===== src/core/ibx_pkg.sv =====
// constants for the increment / or / jump execution slice
// assumes a 14-bit instruction word, 8-bit data and a 13-bit program counter
package ibx_pkg;

    // ------------------------------------------------------------
    // widths
    // ------------------------------------------------------------
    localparam int INSTR_W = 14;
    localparam int DATA_W = 8;
    localparam int ADDR_W = 7;
    localparam int PC_W = 13;
    localparam int JUMP_LIT_W = 11;

    // ------------------------------------------------------------
    // field positions
    // ------------------------------------------------------------
    localparam int TARGET_BIT = 7;
    localparam int LATCH_LO_BIT = 3;
    localparam int LATCH_HI_BIT = 4;

    // ------------------------------------------------------------
    // opcode patterns and masks
    // ------------------------------------------------------------
    localparam logic [13:0] OPC_MASK_BYTE = 14'h3f00;
    localparam logic [13:0] OPC_MASK_JUMP = 14'h3800;
    localparam logic [13:0] OPC_INC_SKIP = 14'h0f00;
    localparam logic [13:0] OPC_INC_FILE = 14'h0a00;
    localparam logic [13:0] OPC_OR_FILE = 14'h0400;
    localparam logic [13:0] OPC_OR_LIT = 14'h3800;
    localparam logic [13:0] OPC_JUMP = 14'h2800;

    // ------------------------------------------------------------
    // reset values and steps
    // ------------------------------------------------------------
    localparam logic [12:0] PC_RESET = 13'h0000;
    localparam logic [12:0] PC_STEP = 13'h0001;
    localparam logic [12:0] PC_SKIP_STEP = 13'h0002;
    localparam logic [7:0] ACC_RESET = 8'h00;
    localparam logic [7:0] DATA_ONE = 8'h01;
    localparam logic [7:0] DATA_ZERO = 8'h00;

    // ------------------------------------------------------------
    // sequencer states
    // ------------------------------------------------------------
    typedef enum logic [1:0] {
        IBX_ST_EXEC = 2'b01,
        IBX_ST_IDLE = 2'b10
    } ibx_state_e;

endpackage : ibx_pkg


===== src/core/ibx_exec.sv =====
// execution slice for increment, increment-skip, or-literal, or-file and jump
// assumes file_rdata_i holds the register addressed by instr_word_i[6:0] in the same cycle
//
// Behaviour
// - increment_skip_zero adds one to the file register, sends it to accumulator (target 0) or register (1), no flag changes.
// - a nonzero increment_skip_zero result lets the next instruction run, a zero result runs an idle_op in its place.
// - unconditional_jump_op takes an 11-bit literal 0 to 2047 and always transfers control.
// - the jump loads the literal into program_counter 10:0 and upper_address_latch 4:3 into program_counter 12:11.
// - the jump takes two cycles and leaves every status flag unchanged.
// - or_literal_op ors the accumulator with an 8-bit literal, writes the accumulator and updates the zero flag.
// - increment_file_op adds one to the file register, routes by target_select and updates the zero flag.
// - or_file_op ors the accumulator with the file register, routes by target_select and updates the zero flag.
`timescale 1ns/10ps
module ibx_exec (
    input wire logic sys_clk_i,
    input wire logic sys_rst_i,
    input wire logic instr_valid_i,
    input wire logic [13:0] instr_word_i,
    input wire logic [7:0] file_rdata_i,
    input wire logic [7:0] upper_address_latch_i,
    output logic [6:0] file_addr_o,
    output logic file_we_o,
    output logic [7:0] file_wdata_o,
    output logic [7:0] accum_o,
    output logic zero_flag_o,
    output logic [12:0] program_counter_o,
    output logic idle_slot_o
);

    // ------------------------------------------------------------
    // decode helpers
    // ------------------------------------------------------------
    function automatic logic op_match(input logic [13:0] word, input logic [13:0] mask, input logic [13:0] pat);
        op_match = (word & mask) == pat;
    endfunction : op_match

    function automatic logic is_zero(input logic [7:0] value);
        is_zero = value == ibx_pkg::DATA_ZERO;
    endfunction : is_zero

    ibx_pkg::ibx_state_e state_q;
    ibx_pkg::ibx_state_e state_d;
    logic take;
    logic is_inc_skip;
    logic is_inc_file;
    logic is_or_file;
    logic is_or_lit;
    logic is_jump;
    logic to_file;
    logic [7:0] result;
    logic wr_file;
    logic wr_acc;
    logic upd_zero;
    logic do_skip;
    logic [12:0] jump_target;
    logic [12:0] pc_d;
    logic [7:0] acc_q;
    logic zero_q;
    logic [12:0] pc_q;
    logic [6:0] addr_q;
    logic we_q;
    logic [7:0] wdata_q;
    logic idle_q;

    assign take = instr_valid_i && (state_q == ibx_pkg::IBX_ST_EXEC);
    assign is_inc_skip = op_match(instr_word_i, ibx_pkg::OPC_MASK_BYTE, ibx_pkg::OPC_INC_SKIP);
    assign is_inc_file = op_match(instr_word_i, ibx_pkg::OPC_MASK_BYTE, ibx_pkg::OPC_INC_FILE);
    assign is_or_file = op_match(instr_word_i, ibx_pkg::OPC_MASK_BYTE, ibx_pkg::OPC_OR_FILE);
    assign is_or_lit = op_match(instr_word_i, ibx_pkg::OPC_MASK_BYTE, ibx_pkg::OPC_OR_LIT);
    assign is_jump = op_match(instr_word_i, ibx_pkg::OPC_MASK_JUMP, ibx_pkg::OPC_JUMP);
    assign to_file = instr_word_i[ibx_pkg::TARGET_BIT];
    assign jump_target = {upper_address_latch_i[ibx_pkg::LATCH_HI_BIT:ibx_pkg::LATCH_LO_BIT],
                          instr_word_i[ibx_pkg::JUMP_LIT_W-1:0]};

    // ------------------------------------------------------------
    // datapath
    // ------------------------------------------------------------
    always_comb begin
        result = ibx_pkg::DATA_ZERO;
        wr_file = 1'b0;
        wr_acc = 1'b0;
        upd_zero = 1'b0;
        do_skip = 1'b0;
        if (take) begin
            if (is_inc_skip) begin
                result = file_rdata_i + ibx_pkg::DATA_ONE;
                wr_file = to_file;
                wr_acc = !to_file;
                do_skip = is_zero(result);
            end else if (is_inc_file) begin
                result = file_rdata_i + ibx_pkg::DATA_ONE;
                wr_file = to_file;
                wr_acc = !to_file;
                upd_zero = 1'b1;
            end else if (is_or_file) begin
                result = acc_q | file_rdata_i;
                wr_file = to_file;
                wr_acc = !to_file;
                upd_zero = 1'b1;
            end else if (is_or_lit) begin
                result = acc_q | instr_word_i[ibx_pkg::DATA_W-1:0];
                wr_acc = 1'b1;
                upd_zero = 1'b1;
            end
        end
    end

    always_comb begin
        pc_d = pc_q;
        if (take) begin
            if (is_jump) begin
                pc_d = jump_target;
            end else if (do_skip) begin
                pc_d = pc_q + ibx_pkg::PC_SKIP_STEP;
            end else begin
                pc_d = pc_q + ibx_pkg::PC_STEP;
            end
        end
    end

    // ------------------------------------------------------------
    // sequencer: second cycle of jump or taken skip is an idle slot
    // ------------------------------------------------------------
    always_comb begin
        state_d = state_q;
        unique case (state_q)
            ibx_pkg::IBX_ST_EXEC: begin
                if (take && (is_jump || do_skip)) begin
                    state_d = ibx_pkg::IBX_ST_IDLE;
                end
            end
            ibx_pkg::IBX_ST_IDLE: begin
                state_d = ibx_pkg::IBX_ST_EXEC;
            end
            default: begin
                state_d = ibx_pkg::IBX_ST_EXEC;
            end
        endcase
    end

    always_ff @(posedge sys_clk_i) begin
        if (sys_rst_i) begin
            state_q <= ibx_pkg::IBX_ST_EXEC;
            idle_q <= 1'b0;
        end else begin
            state_q <= state_d;
            idle_q <= state_d == ibx_pkg::IBX_ST_IDLE;
        end
    end

    always_ff @(posedge sys_clk_i) begin
        if (sys_rst_i) begin
            pc_q <= ibx_pkg::PC_RESET;
        end else begin
            pc_q <= pc_d;
        end
    end

    // ------------------------------------------------------------
    // accumulator and zero flag
    // ------------------------------------------------------------
    always_ff @(posedge sys_clk_i) begin
        if (sys_rst_i) begin
            acc_q <= ibx_pkg::ACC_RESET;
        end else if (wr_acc) begin
            acc_q <= result;
        end
    end

    always_ff @(posedge sys_clk_i) begin
        if (sys_rst_i) begin
            zero_q <= 1'b0;
        end else if (upd_zero) begin
            zero_q <= is_zero(result);
        end
    end

    // ------------------------------------------------------------
    // file register write port
    // ------------------------------------------------------------
    always_ff @(posedge sys_clk_i) begin
        if (sys_rst_i) begin
            addr_q <= 7'h00;
            we_q <= 1'b0;
            wdata_q <= ibx_pkg::DATA_ZERO;
        end else begin
            we_q <= wr_file;
            wdata_q <= result;
            if (take) begin
                addr_q <= instr_word_i[ibx_pkg::ADDR_W-1:0];
            end
        end
    end

    assign file_addr_o = addr_q;
    assign file_we_o = we_q;
    assign file_wdata_o = wdata_q;
    assign accum_o = acc_q;
    assign zero_flag_o = zero_q;
    assign program_counter_o = pc_q;
    assign idle_slot_o = idle_q;
endmodule : ibx_exec


===== config.mk =====
export PLATFORM = sky130hd
export DESIGN_NAME = ibx_exec
export DESIGN_NICKNAME = d
export VERILOG_FILES = /design/src/core/ibx_pkg.sv /design/src/core/ibx_exec.sv
export SDC_FILE = /design/constraint.sdc
export NUM_CORES = 1
export LEC_CHECK = 0
export ABC_AREA = 1
export BUFFER_PORTS_ARGS = -buffer_cell sky130_fd_sc_hd__buf_2
export CAP_MARGIN = 20
export CORE_MARGIN = 5
export CORE_UTILIZATION = 54
export CTS_BUF_LIST = sky130_fd_sc_hd__clkbuf_4
export DETAILED_ROUTE_END_ITERATION = 8
export PLACE_DENSITY = 0.82
export REMOVE_ABC_BUFFERS = 1
export SLEW_MARGIN = 20
export SYNTH_ARGS = -nofsm -noshare
export SYNTH_HDL_FRONTEND = slang
export SYNTH_SLANG_ARGS = --single-unit

===== constraint.sdc =====
create_clock -name sys_clk_i -period 2 [get_ports sys_clk_i]
set_clock_uncertainty 0.15 [all_clocks]
set_input_delay 0.4 -clock sys_clk_i [delete_from_list [all_inputs] [get_ports sys_clk_i]]
set_output_delay 0.4 -clock sys_clk_i [all_outputs]
set_load 0.01 [all_outputs]

==> run summary <==
Vias: 2987
Synth Warn #: 0
Synth Flop Type: dfxtp_1
outcome: complete, no violations
Slew @ Worst Pin: 431 ps
CP delay by family, top: simple AND/OR/NAND/NOR gates
Design Power: 0.00195 W
Initial DRT Pass Iterations: 4
Max Slew Vio Count: 0
Port Buffers: 65
Hold Path Class: primary input to flop
initial DRC count: 239
Routed wire per std cell: 13.2 um
Fmax: 546 MHz
initial core utilization: 55.5%
Vias/cell: 5.34
CTS tree: yes
overall routed net length: 7400 um
DIE HEIGHT: 79.4 um
synthesized instance count: 416
Final setup viols: 0
nature of the critical path startpoint: flop
design area: 3250 um2
ant diodes: 0
Synth cell types: 31
crit-path cells: ha_1 -> nand2_1 -> inv_1 -> nand3_1 -> nor3_2 -> nand2_1 -> xor2_1 -> nand2_1 -> nand3_1 -> nand2_1 -> inv_1
Crit. End Element: flop
All-Layer GR Usage: 25.1%
dpl cell area: 3140 um2
flops & latches, synth: 41
PwrDens: 599 nW/um2
Yosys top cell by area: dfxtp_1
row cnt: 25
Worst-Skew Late Latency: 370 ps
Arrival @ worst endpoint: 1960 ps
clk buf depth: 2
Routability Congestion: 0.948
layout cells sized above 1: 24.0%
CP Max Fanout: 6
grt total ovfl: 0
CTS Buf Count: 5
share of the synthesized area in the top cell type: 31.5%
Final period util: 91.5%
Clock transition at path regs: 140 ps
# DRC: 0
Leakage Power: 1.73 nW
utilization after layout: 69.4%
Mapped Area: 2600 um2
first-pass GRT wire length: 12700 um
num ports: 72
Core ar.: 4690 um2
final hold vios: 0
ranking of synthesized cells by area: dfxtp_1 32%, nand2_1 17%, nor2_1 8.8%, nand3_1 6.2%, inv_1 6.1%
Layout Nets: 540
CP bufs+invs: 2
Max IR drop VDD: 410 uV
maxcap violations: 0
HPWL after DPL: 5710 um
delay of the slowest cell on the worst path: 410 ps
Post-synth EDFFs: 0
Root Driver: clkbuf_4
FF-to-FF path depth: 11
RSZ-0062 raised after global routing: no
Setup CP Type: flop to flop
fraction of the yosys area taken by sequential cells: 31.5%
Horiz. Die Dim: 79.4 um
clk sinks: 41
minimum clock period: 1830 ps
antenna violations before repair: 0
Slowest-stage cell, CP: dfxtp_2
WP data required: 2130 ps
Layout area overhead: 25.0%
vias in the first global route: 2860
WHS Path Cells: 3
Async SR Flop Fraction: 0%
WP depth: 11
Final ANT Viol Nets: 0
H-tree depth: 2
most used cell, CP: nand2_1
Avg Inst Size Synth: 6.26 um2
largest net degree at the start of global routing: 23
die area: 6310 um2
max_slew headroom: 71.2%
## sequential cells by signal, indices dropped and copies added, names as in the netlist
| register | cells |
|---|---|
| accum_o | 8 |
| file_addr_o | 7 |
| file_wdata_o | 8 |
| file_we_o | 1 |
| idle_slot_o | 1 |
| program_counter_o | 13 |
| state_q | 2 |
| zero_flag_o | 1 |
## per-stage QoR
step	instances	hold WS [ps]	setup TNS [ps]	worst slack, ps
finish	559	144	0	169
global placement	551	300	-1090	-121
detailed placement	551	302	-1650	-156
CTS	559	138	0	39.0
global route	559	142	0	15.4
floorplan	403	319	-949	-137
## kinds of logic (layout without fill, tap and decap cells)
logic type | count (synthesis) | after routing | share of synthesized area (%)
xor+xnor | 20 | 20 | 6.73
buf+inv | 58 | 147 | 9.37
flops | 41 | 41 | 31.5
fa+ha+maj | 3 | 3 | 1.44
mux | 1 | 1 | 0.385
compound gates | 56 | 56 | 11.5
simple gates | 237 | 237 | 39.0
## worst paths after layout
check	slack (ps)	endpoint	startpoint
worst min register to register	330	file_addr_o[0]	file_addr_o[0]
worst max-delay path	170	program_counter_o[9]	program_counter_o[1]
worst min-delay path	140	file_addr_o[0]	instr_word_i[0]
worst max register to register	170	program_counter_o[9]	program_counter_o[1]
## synthesized netlist by cell type (4+ instances only)
cell,instances
o22ai_1,4
nand2_1,120
clkbuf_1,6
o21ai_0,17
a21oi_1,24
inv_1,42
o21ai_1,5
dfxtp_1,41
xor2_1,17
nor2_1,61
nand4_1,8
nand3_1,32
## power by group
| group | leakage, nW | internal (W) | switching [W] |
|---|---|---|---|
| combinational | 1.33 | 0.000153 | 0.000223 |
| sequential | 0.335 | 0.000850 | 0.0000285 |
| clock | 0.0558 | 0.000393 | 0.000302 |
## layout by cell type (no fill, tap or decap), types with 4 or more instances in the layout
master    Yosys  final
nand2_1     120    120
buf_2         2     65
nor2_1       61     60
inv_1        42     42
dfxtp_1      41     40
nand3_1      32     32
buf_4         2     29
a21oi_1      24     24
xor2_1       17     17
o21ai_0      17     16
nand4_1       8      8
o21ai_1       5      6
clkbuf_4      0      5
nor2_2        3      4
o22ai_1       4      4
## worst reg2reg max path: cells and delay by family, from the launching register on
kind / cells / cell delay (ps)
flops: 1 / 410
buf+inv: 2 / 120
fa+ha+maj: 1 / 210
simple gates: 7 / 700
xor+xnor: 1 / 140
## metal layers
| metal | track usage (%) | share of wire, % |
|---|---|---|
| met5 | 0 | 0 |
| met4 | 10.5 | 2.5 |
| met3 | 4.06 | 6.8 |
| met2 | 43.4 | 48 |
| met1 | 30.6 | 42 |
## layout make-up
type	instances	area [um2]
Timing Repair Buffer	94	543
Tap cell	54	67.6
Sequential cell	41	822
Inverter	45	170
Clock buffer	5	37.5
Fill cell	397	1440
Multi-Input combinational cell	317	1550
Clock inverter	3	68.8
## what timing repair did
| item | CTS | global route |
|---|---|---|
| hold buffers | 0 | 0 |
| gates resized for setup | 0 | 4 |
| setup buffers | 0 | 0 |
| endpoints found under the setup margin | 0 | 6 |
| hold endpoints to repair | 0 | 0 |
No activity file was read; power rests on OpenSTA's default activity.
